--- src/rtl/vcc_top_note.sv ---
`timescale 1ns/1ps

--- src/rtl/vcc_pkg.sv ---
/*
 * Shared constants and types for the valve channel control block:
 * register map, field positions, reset values, timing and state layout.
 * Assumes a 100 MHz system clock and 16-bit signed command samples
 * where 0x4000 stands for 100 percent.
 */
package vcc_pkg;
    localparam int NCH = 2;
    localparam int CLK_HZ = 100_000_000;
    localparam int PWM_HZ = 1000;
    localparam int PWM_CYC = CLK_HZ / PWM_HZ;
    localparam int MS_CYC = CLK_HZ / 1000;
    localparam int CB_DELAY_MS = 100;
    localparam int CB_CYC = CB_DELAY_MS * MS_CYC;
    localparam int DITH_SH = 5;
    localparam int FS_SH = 14;
    localparam logic signed [16:0] CMD_FS = 17'sh04000;
    localparam logic signed [16:0] CMD_ZERO = 17'sh00000;

    // register offsets
    localparam logic [7:0] REG_DOUT = 8'h00;
    localparam logic [7:0] CH_BASE = 8'h10;
    localparam logic [7:0] CH_STRIDE = 8'h10;
    localparam logic [7:0] CH_CTRL = 8'h00;
    localparam logic [7:0] CH_LIMIT = 8'h04;
    localparam logic [7:0] CH_RED = 8'h08;
    localparam logic [7:0] CH_STAT = 8'h0c;

    // digital output configuration, one nibble per output
    localparam int DO_FN = 0;
    localparam int DO_CH = 2;
    localparam int DO_INT = 3;
    localparam int DO_W = 4;
    localparam logic [1:0] FN_LOW = 2'h0;
    localparam logic [1:0] FN_HIGH = 2'h1;
    localparam logic [1:0] FN_ACT = 2'h2;
    localparam logic [1:0] FN_ERR = 2'h3;

    // channel control fields
    localparam int C_REQ = 0;
    localparam int C_MODE = 1;
    localparam int C_OPEN = 3;
    localparam int C_STD = 4;
    localparam int C_CBON = 5;
    localparam int C_TYPE = 6;
    localparam int C_MEAS = 9;
    localparam int C_SWITCH = 10;
    localparam int C_PR = 11;
    localparam int C_CHAR = 12;
    localparam int C_ENSEL = 13;
    localparam int C_DIRSEL = 15;
    localparam int C_ACT = 17;
    localparam int C_REMOTE = 18;

    // limit, reduction and status fields
    localparam int L_LO = 0;
    localparam int L_HI = 16;
    localparam int R_TIME = 0;
    localparam int R_VAL = 16;
    localparam int R_GAIN = 24;
    localparam int S_ACT = 0;
    localparam int S_ERR = 1;
    localparam int S_PEND = 2;
    localparam int S_CMD = 16;

    localparam logic [2:0] SIG_FIXED = 3'h0;
    localparam logic [2:0] SIG_VOLT = 3'h1;
    localparam logic [2:0] SIG_PWM = 3'h4;

    // reset values
    localparam logic [31:0] DOUT_RST = 32'h0000_0000;
    localparam logic [31:0] CTRL_RST = 32'h0000_001c;
    localparam logic [31:0] LIMIT_RST = 32'h7fff_8000;
    localparam logic [31:0] RED_RST = 32'h1080_0064;

    typedef enum logic [1:0] {
        MODE_UNI1 = 2'h0,
        MODE_UNI2 = 2'h1,
        MODE_BIP = 2'h2,
        MODE_DIR = 2'h3
    } vcc_mode_type;

    typedef enum logic [1:0] {
        ST_DIS = 2'b01,
        ST_ACT = 2'b10
    } vcc_st_type;

    typedef struct packed {
        vcc_st_type st;
        logic [31:0] ctrl;
        logic [31:0] limit;
        logic [31:0] red;
        logic err;
        logic [23:0] cb_cnt;
        logic [15:0] red_cnt;
        logic [15:0] icmd;
    } vcc_ch_type;

    typedef struct packed {
        vcc_ch_type [NCH-1:0] ch;
        logic [31:0] dcfg;
        logic [1:0] din_s1;
        logic [1:0] din_s2;
        logic [16:0] pwm_cnt;
        logic [16:0] ms_cnt;
        logic dith;
        logic [2*NCH-1:0] sol;
        logic [2*NCH-1:0] meas;
        logic [1:0] dout;
        logic [31:0] rdata;
    } vcc_state_type;
endpackage

--- src/rtl/vcc_top.sv ---
/*
 * Valve channel control: per-channel enable state machine, local or
 * remote operation, command mapping, cable-break watch, PWM solenoid
 * drive with dither, power reduction, user characteristic, digital
 * outputs and internal signals, plus a plain register port.
 * Assumes command samples arrive on sys_clk_i; digital pins are async.
 */
// What this block does
// every channel owns its own enable state machine, changed independently
// a disabled channel drives no current into its solenoids
// mode changes accepted only while the channel is disabled
// at power-up every channel starts disabled
// enable from enable input locally, from host request remotely
// disable from enable input locally, from host request remotely
// two operating modes: local inputs or remote host control
// cable-break check only for live signal types with check switched on
// cable break when input is below lower or above upper limit
// break raises error; corrective action only if one is assigned
// break reported after about 100 ms; output follows faulty command meanwhile
// solenoids driven by 1000 Hz PWM with dither; measurement switchable
// each digital output follows a function or is forced low or high
// internal signals stay inside and can feed digital input functions
// command mode applies only in open-loop controller modes
// single-solenoid unipolar: 0..100 percent maps to 0..100 percent
// two-solenoid unipolar: 0..100 percent maps to -100..+100 percent
// bipolar: -100..+100 percent maps straight through
// direction input picks sign of a 0..100 percent command
// power reduction only for switching solenoid without measurement
// full current for reduction time after switch-on, then reduced value
// reduced value is a fraction of nominal, full scale equals nominal
// optional user characteristic switched on or off
`timescale 1ns/1ps
module vcc_top #(
    parameter int PWM_CYC = vcc_pkg::PWM_CYC,
    parameter int MS_CYC = vcc_pkg::MS_CYC,
    parameter int CB_CYC = vcc_pkg::CB_CYC
) (
    // clock and reset
    input wire logic sys_clk_i,
    input wire logic resetn_i,
    // register port
    input wire logic [7:0] addr_i,
    input wire logic [31:0] wdata_i,
    input wire logic wr_i,
    input wire logic rd_i,
    output logic [31:0] rdata_o,
    // command samples, one per channel
    input wire logic [vcc_pkg::NCH-1:0][15:0] cmd_i,
    // digital pins
    input wire logic [1:0] din_i,
    output logic [1:0] dout_o,
    // solenoid drive, two per channel: positive then negative side
    output logic [2*vcc_pkg::NCH-1:0] sol_o,
    output logic [2*vcc_pkg::NCH-1:0] meas_en_o
);
    localparam logic [16:0] PWM_LAST = 17'(PWM_CYC - 1);
    localparam logic [16:0] MS_LAST = 17'(MS_CYC - 1);
    localparam logic [23:0] CB_LAST = 24'(CB_CYC - 1);
    localparam logic [31:0] PWM_FULL = 32'(PWM_CYC);
    localparam logic [31:0] DITH_AMP = 32'(PWM_CYC >> vcc_pkg::DITH_SH);
    localparam logic signed [16:0] CMD_ZERO_C = vcc_pkg::CMD_ZERO;

    vcc_pkg::vcc_state_type s;
    vcc_pkg::vcc_state_type n;
    logic [vcc_pkg::NCH-1:0] en_req_v;
    logic [vcc_pkg::NCH-1:0] cb_chk_v;
    logic [vcc_pkg::NCH-1:0] rng_v;
    logic [1:0] isig;
    logic [3:0] dsrc;

    function automatic logic ch_hit(input logic [7:0] a, input int ch, input logic [7:0] off);
        ch_hit = (a == vcc_pkg::CH_BASE + 8'(ch) * vcc_pkg::CH_STRIDE + off);
    endfunction

    function automatic logic signed [16:0] clamp(input logic signed [16:0] v,
                                                 input logic signed [16:0] lo,
                                                 input logic signed [16:0] hi);
        if (v < lo) begin
            clamp = lo;
        end else if (v > hi) begin
            clamp = hi;
        end else begin
            clamp = v;
        end
    endfunction

    always_comb begin
        logic [31:0] c;
        logic [31:0] nc;
        logic [3:0] cfg;
        logic v;
        logic ms_tick;
        logic act_hold;
        logic signed [16:0] x;
        logic signed [16:0] y;
        logic signed [16:0] pos;
        logic signed [16:0] ic;
        logic [31:0] mag;
        logic [31:0] duty;
        logic on;
        c = '0;
        nc = '0;
        cfg = '0;
        v = 1'b0;
        ms_tick = 1'b0;
        act_hold = 1'b0;
        x = '0;
        y = '0;
        pos = '0;
        ic = '0;
        mag = '0;
        duty = '0;
        on = 1'b0;
        n = s;
        en_req_v = '0;
        cb_chk_v = '0;
        rng_v = '0;
        isig = '0;
        n.rdata = '0;
        n.din_s1 = din_i;
        n.din_s2 = s.din_s1;

        // shared time base
        n.pwm_cnt = (s.pwm_cnt == PWM_LAST) ? 17'h00000 : s.pwm_cnt + 17'h00001;
        if (s.pwm_cnt == PWM_LAST) begin
            n.dith = ~s.dith;
        end
        ms_tick = (s.ms_cnt == MS_LAST);
        n.ms_cnt = ms_tick ? 17'h00000 : s.ms_cnt + 17'h00001;

        // digital outputs and their internal copies
        for (int k = 0; k < 2; k++) begin
            cfg = s.dcfg[k*vcc_pkg::DO_W +: vcc_pkg::DO_W];
            case (cfg[vcc_pkg::DO_FN +: 2])
                vcc_pkg::FN_LOW: v = 1'b0;
                vcc_pkg::FN_HIGH: v = 1'b1;
                vcc_pkg::FN_ACT: v = (s.ch[cfg[vcc_pkg::DO_CH]].st == vcc_pkg::ST_ACT);
                default: v = s.ch[cfg[vcc_pkg::DO_CH]].err;
            endcase
            isig[k] = v;
            // internal-only outputs keep the pin low
            n.dout[k] = v & ~cfg[vcc_pkg::DO_INT];
        end
        // internal signals sit above the pins, so one source index reaches both
        dsrc = {isig, s.din_s2};

        if (wr_i && addr_i == vcc_pkg::REG_DOUT) begin
            n.dcfg = wdata_i;
        end
        if (rd_i && addr_i == vcc_pkg::REG_DOUT) begin
            n.rdata = s.dcfg;
        end

        for (int i = 0; i < vcc_pkg::NCH; i++) begin
            c = s.ch[i].ctrl;
            en_req_v[i] = c[vcc_pkg::C_REMOTE] ? c[vcc_pkg::C_REQ]
                                               : dsrc[c[vcc_pkg::C_ENSEL +: 2]];
            act_hold = s.ch[i].err & c[vcc_pkg::C_ACT];

            case (s.ch[i].st)
                vcc_pkg::ST_DIS: begin
                    if (en_req_v[i] && !act_hold) begin
                        n.ch[i].st = vcc_pkg::ST_ACT;
                    end
                end
                vcc_pkg::ST_ACT: begin
                    if (!en_req_v[i] || act_hold) begin
                        n.ch[i].st = vcc_pkg::ST_DIS;
                    end
                end
                default: n.ch[i].st = vcc_pkg::ST_DIS;
            endcase

            // command mapping
            x = 17'(signed'(cmd_i[i]));
            pos = clamp(x, CMD_ZERO_C, vcc_pkg::CMD_FS);
            y = clamp(x, -vcc_pkg::CMD_FS, vcc_pkg::CMD_FS);
            if (c[vcc_pkg::C_OPEN]) begin
                case (vcc_pkg::vcc_mode_type'(c[vcc_pkg::C_MODE +: 2]))
                    vcc_pkg::MODE_UNI1: y = pos;
                    vcc_pkg::MODE_UNI2: y = (pos <<< 1) - vcc_pkg::CMD_FS;
                    vcc_pkg::MODE_DIR: y = dsrc[c[vcc_pkg::C_DIRSEL +: 2]] ? -pos : pos;
                    default: y = clamp(x, -vcc_pkg::CMD_FS, vcc_pkg::CMD_FS);
                endcase
            end
            n.ch[i].icmd = 16'(y);

            // cable break watch; the output keeps following the command meanwhile
            cb_chk_v[i] = c[vcc_pkg::C_CBON] && c[vcc_pkg::C_TYPE +: 3] >= vcc_pkg::SIG_VOLT
                          && c[vcc_pkg::C_TYPE +: 3] <= vcc_pkg::SIG_PWM;
            rng_v[i] = $signed(cmd_i[i]) < $signed(s.ch[i].limit[vcc_pkg::L_LO +: 16])
                       || $signed(cmd_i[i]) > $signed(s.ch[i].limit[vcc_pkg::L_HI +: 16]);
            if (wr_i && ch_hit(addr_i, i, vcc_pkg::CH_STAT) && wdata_i[vcc_pkg::S_ERR]) begin
                n.ch[i].err = 1'b0;
            end
            if (cb_chk_v[i] && rng_v[i]) begin
                if (s.ch[i].cb_cnt == CB_LAST) begin
                    n.ch[i].err = 1'b1;
                end else begin
                    n.ch[i].cb_cnt = s.ch[i].cb_cnt + 24'h000001;
                end
            end else begin
                n.ch[i].cb_cnt = 24'h000000;
            end

            // solenoid drive, from the registered internal command
            ic = 17'(signed'(s.ch[i].icmd));
            mag = (ic < CMD_ZERO_C) ? 32'(-ic) : 32'(ic);
            if (c[vcc_pkg::C_CHAR]) begin
                mag = (mag * 32'(s.ch[i].red[vcc_pkg::R_GAIN +: 8])) >> 4;
                if (mag > 32'(vcc_pkg::CMD_FS)) begin
                    mag = 32'(vcc_pkg::CMD_FS);
                end
            end
            on = (s.ch[i].st == vcc_pkg::ST_ACT) && (mag != 32'h0);
            duty = (mag * PWM_FULL) >> vcc_pkg::FS_SH;
            // dither bends the duty around its mean, staying inside the period
            if (s.dith && duty + DITH_AMP <= PWM_FULL) begin
                duty = duty + DITH_AMP;
            end else if (!s.dith && duty > DITH_AMP) begin
                duty = duty - DITH_AMP;
            end
            if (!on) begin
                n.ch[i].red_cnt = 16'h0000;
            end else if (ms_tick && s.ch[i].red_cnt < s.ch[i].red[vcc_pkg::R_TIME +: 16]) begin
                n.ch[i].red_cnt = s.ch[i].red_cnt + 16'h0001;
            end
            if (c[vcc_pkg::C_PR]) begin
                duty = (s.ch[i].red_cnt < s.ch[i].red[vcc_pkg::R_TIME +: 16]) ? PWM_FULL
                       : (PWM_FULL * 32'(s.ch[i].red[vcc_pkg::R_VAL +: 8])) >> 8;
            end
            n.sol[2*i] = on && (ic > CMD_ZERO_C) && (32'(s.pwm_cnt) < duty);
            n.sol[2*i+1] = on && (ic < CMD_ZERO_C) && (32'(s.pwm_cnt) < duty);
            n.meas[2*i +: 2] = {2{c[vcc_pkg::C_MEAS]}};

            // register writes
            if (wr_i && ch_hit(addr_i, i, vcc_pkg::CH_CTRL)) begin
                nc = wdata_i;
                if (s.ch[i].st == vcc_pkg::ST_ACT) begin
                    nc[vcc_pkg::C_MODE +: 2] = c[vcc_pkg::C_MODE +: 2];
                    nc[vcc_pkg::C_REMOTE] = c[vcc_pkg::C_REMOTE];
                end
                if (nc[vcc_pkg::C_MODE +: 2] == vcc_pkg::MODE_UNI1 && !nc[vcc_pkg::C_STD]) begin
                    nc[vcc_pkg::C_MODE +: 2] = c[vcc_pkg::C_MODE +: 2];
                end
                if (!nc[vcc_pkg::C_SWITCH] || nc[vcc_pkg::C_MEAS]) begin
                    nc[vcc_pkg::C_PR] = 1'b0;
                end
                n.ch[i].ctrl = nc;
            end
            if (wr_i && ch_hit(addr_i, i, vcc_pkg::CH_LIMIT)) begin
                n.ch[i].limit = wdata_i;
            end
            if (wr_i && ch_hit(addr_i, i, vcc_pkg::CH_RED)) begin
                n.ch[i].red = wdata_i;
            end

            // register reads
            if (rd_i && ch_hit(addr_i, i, vcc_pkg::CH_CTRL)) begin
                n.rdata = c;
            end
            if (rd_i && ch_hit(addr_i, i, vcc_pkg::CH_LIMIT)) begin
                n.rdata = s.ch[i].limit;
            end
            if (rd_i && ch_hit(addr_i, i, vcc_pkg::CH_RED)) begin
                n.rdata = s.ch[i].red;
            end
            if (rd_i && ch_hit(addr_i, i, vcc_pkg::CH_STAT)) begin
                n.rdata[vcc_pkg::S_ACT] = (s.ch[i].st == vcc_pkg::ST_ACT);
                n.rdata[vcc_pkg::S_ERR] = s.ch[i].err;
                n.rdata[vcc_pkg::S_PEND] = (s.ch[i].cb_cnt != 24'h000000);
                n.rdata[vcc_pkg::S_CMD +: 16] = s.ch[i].icmd;
            end
        end
    end

    always_ff @(posedge sys_clk_i) begin
        if (!resetn_i) begin
            s <= '0;
            s.dcfg <= vcc_pkg::DOUT_RST;
            for (int i = 0; i < vcc_pkg::NCH; i++) begin
                s.ch[i].st <= vcc_pkg::ST_DIS;
                s.ch[i].ctrl <= vcc_pkg::CTRL_RST;
                s.ch[i].limit <= vcc_pkg::LIMIT_RST;
                s.ch[i].red <= vcc_pkg::RED_RST;
            end
        end else begin
            s <= n;
        end
    end

    assign rdata_o = s.rdata;
    assign dout_o = s.dout;
    assign sol_o = s.sol;
    assign meas_en_o = s.meas;

    for (genvar g = 0; g < vcc_pkg::NCH; g++) begin : g_chk

    end
endmodule

--- config.mk ---
export PLATFORM = sky130hd
export DESIGN_NAME = vcc_top
export DESIGN_NICKNAME = d
export VERILOG_FILES = /design/src/rtl/vcc_top_note.sv /design/src/rtl/vcc_pkg.sv /design/src/rtl/vcc_top.sv
export SDC_FILE = /design/constraint.sdc
export NUM_CORES = 2
export LEC_CHECK = 0
export BUFFER_PORTS_ARGS = -buffer_cell sky130_fd_sc_hd__clkbuf_2
export CORE_ASPECT_RATIO = 0.6
export CORE_UTILIZATION = 60
export CTS_BUF_LIST = sky130_fd_sc_hd__clkbuf_8
export DETAILED_ROUTE_END_ITERATION = 16
export GPL_TIMING_DRIVEN = 0
export MAX_ROUTING_LAYER = met4
export PLACE_DENSITY = 0.86
export RECOVER_POWER = 50
export SYNTH_ARGS = -nofsm -noshare
export SYNTH_HDL_FRONTEND = slang
export SYNTH_SLANG_ARGS = --single-unit
--- constraint.sdc ---
create_clock -name sys_clk_i -period 17.2 [get_ports sys_clk_i]
set_input_delay 3.44 -clock sys_clk_i [delete_from_list [all_inputs] [get_ports sys_clk_i]]
set_output_delay 3.44 -clock sys_clk_i [all_outputs]
set_load 0.05 [all_outputs]
==> results.txt <==
----------------------------------------------------
[Yosys]
  Most numerous cell types in the synthesized netlist ... 924 x sky130_fd_sc_hd__inv_1, 692 x sky130_fd_sc_hd__nand2_1, 543 x sky130_fd_sc_hd__ha_1, 468 x sky130_fd_sc_hd__fa_1, 443 x sky130_fd_sc_hd__a21oi_1
  Biggest area contributors in the synthesized netlist ... sky130_fd_sc_hd__fa_1 18%, sky130_fd_sc_hd__dfxtp_1 17%, sky130_fd_sc_hd__ha_1 13%
  Share of the synthesized area in the top cell type ... 18.5%
  Count of state elements after synthesis ... 421
  Prevailing post-synth register cell ... sky130_fd_sc_hd__dfxtp_1
  Number of different library cells in the post-synthesis netlist ... 111
  Warnings, synthesis ... 0
  Cell type with the largest total area after synthesis ... sky130_fd_sc_hd__fa_1
  Mean area per synthesized cell ... 8.07 µm²
  Post-synth EDFFs ... 0
  Most frequently used cell type in the post-synthesis netlist ... sky130_fd_sc_hd__inv_1
  FFs w/ async S/R, synth ... 0%
  Gate count of the mapped netlist ... 6283
  Cell Area, Synth ... 50700 µm²
  Sequential fraction of the synthesis area ... 16.6%

[Placement]
  Pre-CTS worst setup slack ... -2.66 ns
  Weighted congestion reported at the end of routability-driven placement ... 1.05
  DP Wirelength ... 135000 µm
  # port buffers ... 114

[Flow run]
  Max-capacitance violation count ... 1

[Die]
  Die area ... 85700 µm²
  Boundary pin count ... 120
  Horizontal extent of the die ... 377 µm
  Die height ... 227 µm
  Initial Utilization ... 60.7%
  Placeable core area ... 83600 µm²
  Count of standard-cell rows ... 82

[Setup path]
  Cell type of the slowest stage on the worst timing path ... sky130_fd_sc_hd__fa_1
  Kind of cell with the highest combined delay on the critical path ... adder cells
  Buffer and inverter count on the worst path ... 13
  Endpoint required time on the critical path ... 17.71 ns
  Flop-to-flop setup slack ... 0.25 ns
  Data arrival time of the critical path ... 17.46 ns
  Worst Setup Start Kind ... flop
  Critical Path Max Stage Delay ... 0.55 ns
  Critical path class ... flop to flop
  CP most frequent cell ... sky130_fd_sc_hd__fa_1
  Largest fanout on the critical path ... 10
  Setup crit end kind ... flop

[Min path]
  Worst hold path class ... flop to flop

[STA]
  Number of failing hold endpoints at the final stage ... 0
  Setup-violating endpoint count in the final report ... 0
  Maximum achievable frequency ... 59.0 MHz
  Post-route setup TNS ... 0 ns
  Setup WS post-layout ... 0.251 ns
  Worst Tran Pin Value ... 1.87 ns
  Final-layout worst hold slack ... 0.440 ns
  Min Tclk post-route ... 16.95 ns
  Worst-case headroom to the max-slew limit ... -24.9%
  Final critical-path share of the clock period ... 98.5%
  Final max-slew violation count ... 12
  Worst setup skew after layout ... 0.0591 ns

[Finish]
  Layout net count ... 7894
  Fraction of layout cells with a size suffix above 1 ... 8.94%
  Synthesis-to-finish area growth ... 13.6%

[Clocking]
  Clock Root Buffer ... sky130_fd_sc_hd__clkbuf_8
  TritonCTS buffer count ... 66
  TritonCTS sink count ... 421
  CTS tree ... built
  Latest clock arrival within the worst-skew pair ... 0.68 ns
  Number of hold-repair buffers added at the cts stage ... 0
  Maximum number of buffers from clock root to sink ... 3
  Maximum level of the CTS H-tree ... 3
  Clock-pin slew reported for the worst setup and hold paths after clock tree synthesis ... 0.07 ns

[Power]
  Combinational Power Share ... 82.2%
  Pwr Density ... 189 nW/µm²
  Share of total power consumed by net switching ... 55.0%
  Switching power summed over all nets ... 6.00 mW
  Leakage component of the power ... 26.0 nW
  Worst vdd rail ir drop ... 223 µV
  Clock Power Share ... 8.7%
  Part of the power in registers ... 9.1%
  Pint ... 4.91 mW

[Global routing]
  Global-route wire length before repair ... 259000 µm
  Met1 track demand over resource ... 55.3%
  Antenna violations before repair ... 16
  Via count of the first global-routing pass ... 46300
  Layer with the highest usage after global routing ... met1
  Met2 track demand over resource ... 53.8%
  Met3 Track Usage GR ... 14.5%
  Overall global routing resource usage ... 39.9%
  Maximum number of pins on one net before global-route repair ... 11
  Total grt overflow ... 0

[Routing]
  Vias ... 49500
  First-pass iteration count of the detailed router ... 13
  Residual antenna-violating net count after detailed routing ... 0
  Drt wl/cell ... 21.6 µm
  Final WL ... 173000 µm
  DRC errors left ... 0
  Count of routing violations after the opening detailed-route iteration ... 7504
  Via-per-instance ratio ... 6.19

[Run status]
  Status ... finished with violations
  Violations in the final reports ... capacitance limit, slew limit

----------------------------------------------------
==> logic make-up after synthesis <==
group | share of synthesized area [%]
AO/OA/AOI/OAI | 17.7
AND/OR/NAND/NOR | 18.5
buffers and inverters | 9.38
other | 0.0148
multiplexers | 0.888
XOR/XNOR | 5.02
flip-flops | 16.6
adder cells (fa/ha/maj) | 31.9
==> metrics by stage <==
step,instance area (µm²),util (%),power (mW),instances
CTS,56100,67.1,9.61,7925
global placement,53700,64.2,8.23,7783
detailed placement,53700,64.2,8.37,7784
finish,57600,68.9,10.9,8001
global route,57600,68.9,11.6,7997
floorplan,51700,-,6.68,6535
==> repair_timing <==
item	in CTS	in global routing
cloned	0	2
pin swaps	18	54
hold endpoints to repair	0	0
endpoints found under the setup margin	4	4
buffers inserted	36	68
resized for setup	130	219
==> power by group through the flow <==
stage / Combinational, mW / Sequential [mW] / Clock (mW)
finish: 8.96 / 0.995 / 0.947
global route: 9.60 / 0.995 / 0.981
CTS: 7.67 / 0.992 / 0.942
detailed placement: 7.36 / 1.01 / 0
global placement: 7.21 / 1.01 / 0
floorplan: 5.67 / 1.01 / 0
==> registers in the layout, summed over array words and instances (netlist names) <==
signal and count:
dout_o 2, dsrc 2, meas_en_o 2, n 4, rdata_o 32, s 375
sol_o 4
==> layout by cell type, fill, tap and decap left out, types with 163 or more instances in the layout <==
master	synthesis	layout
sky130_fd_sc_hd__inv_1	924	938
sky130_fd_sc_hd__nand2_1	692	686
sky130_fd_sc_hd__ha_1	543	517
sky130_fd_sc_hd__fa_1	468	468
sky130_fd_sc_hd__a21oi_1	443	421
sky130_fd_sc_hd__dfxtp_1	421	420
sky130_fd_sc_hd__nor2_1	401	396
sky130_fd_sc_hd__conb_1	2	254
sky130_fd_sc_hd__clkbuf_1	214	231
sky130_fd_sc_hd__nor2b_1	190	187
sky130_fd_sc_hd__o21ai_0	188	163
==> metal layers <==
metal / wire length [µm] / vias up
li1: - / 22000
met4: 5970 / 0
met5: 0 / -
met1: 70800 / 23600
met3: 27200 / 571
met2: 68500 / 3394
==> final cells by class <==
class | count | area (µm²)
multi-input combinational | 4904 | 40100
fill | 6650 | 26000
sequential | 421 | 8430
inverter | 926 | 3480
tap | 1134 | 1420
timing repair buffer | 220 | 1420
buffer | 266 | 1250
clock buffer | 78 | 1070
clock inverter | 33 | 335
antenna | 19 | 47.5
==> final timing paths <==
kind	start	endpoint	cells after the start
worst max-delay path	s[268]$_SDFF_PN0_	sol_o[3]$_SDFF_PN0_	65
worst min-delay path	n[77]$_SDFF_PN0_	dsrc[0]$_SDFF_PN0_	1
worst max register to register	s[268]$_SDFF_PN0_	sol_o[3]$_SDFF_PN0_	65
worst min register to register	n[77]$_SDFF_PN0_	dsrc[0]$_SDFF_PN0_	1
(Power assumes the default switching activity.)
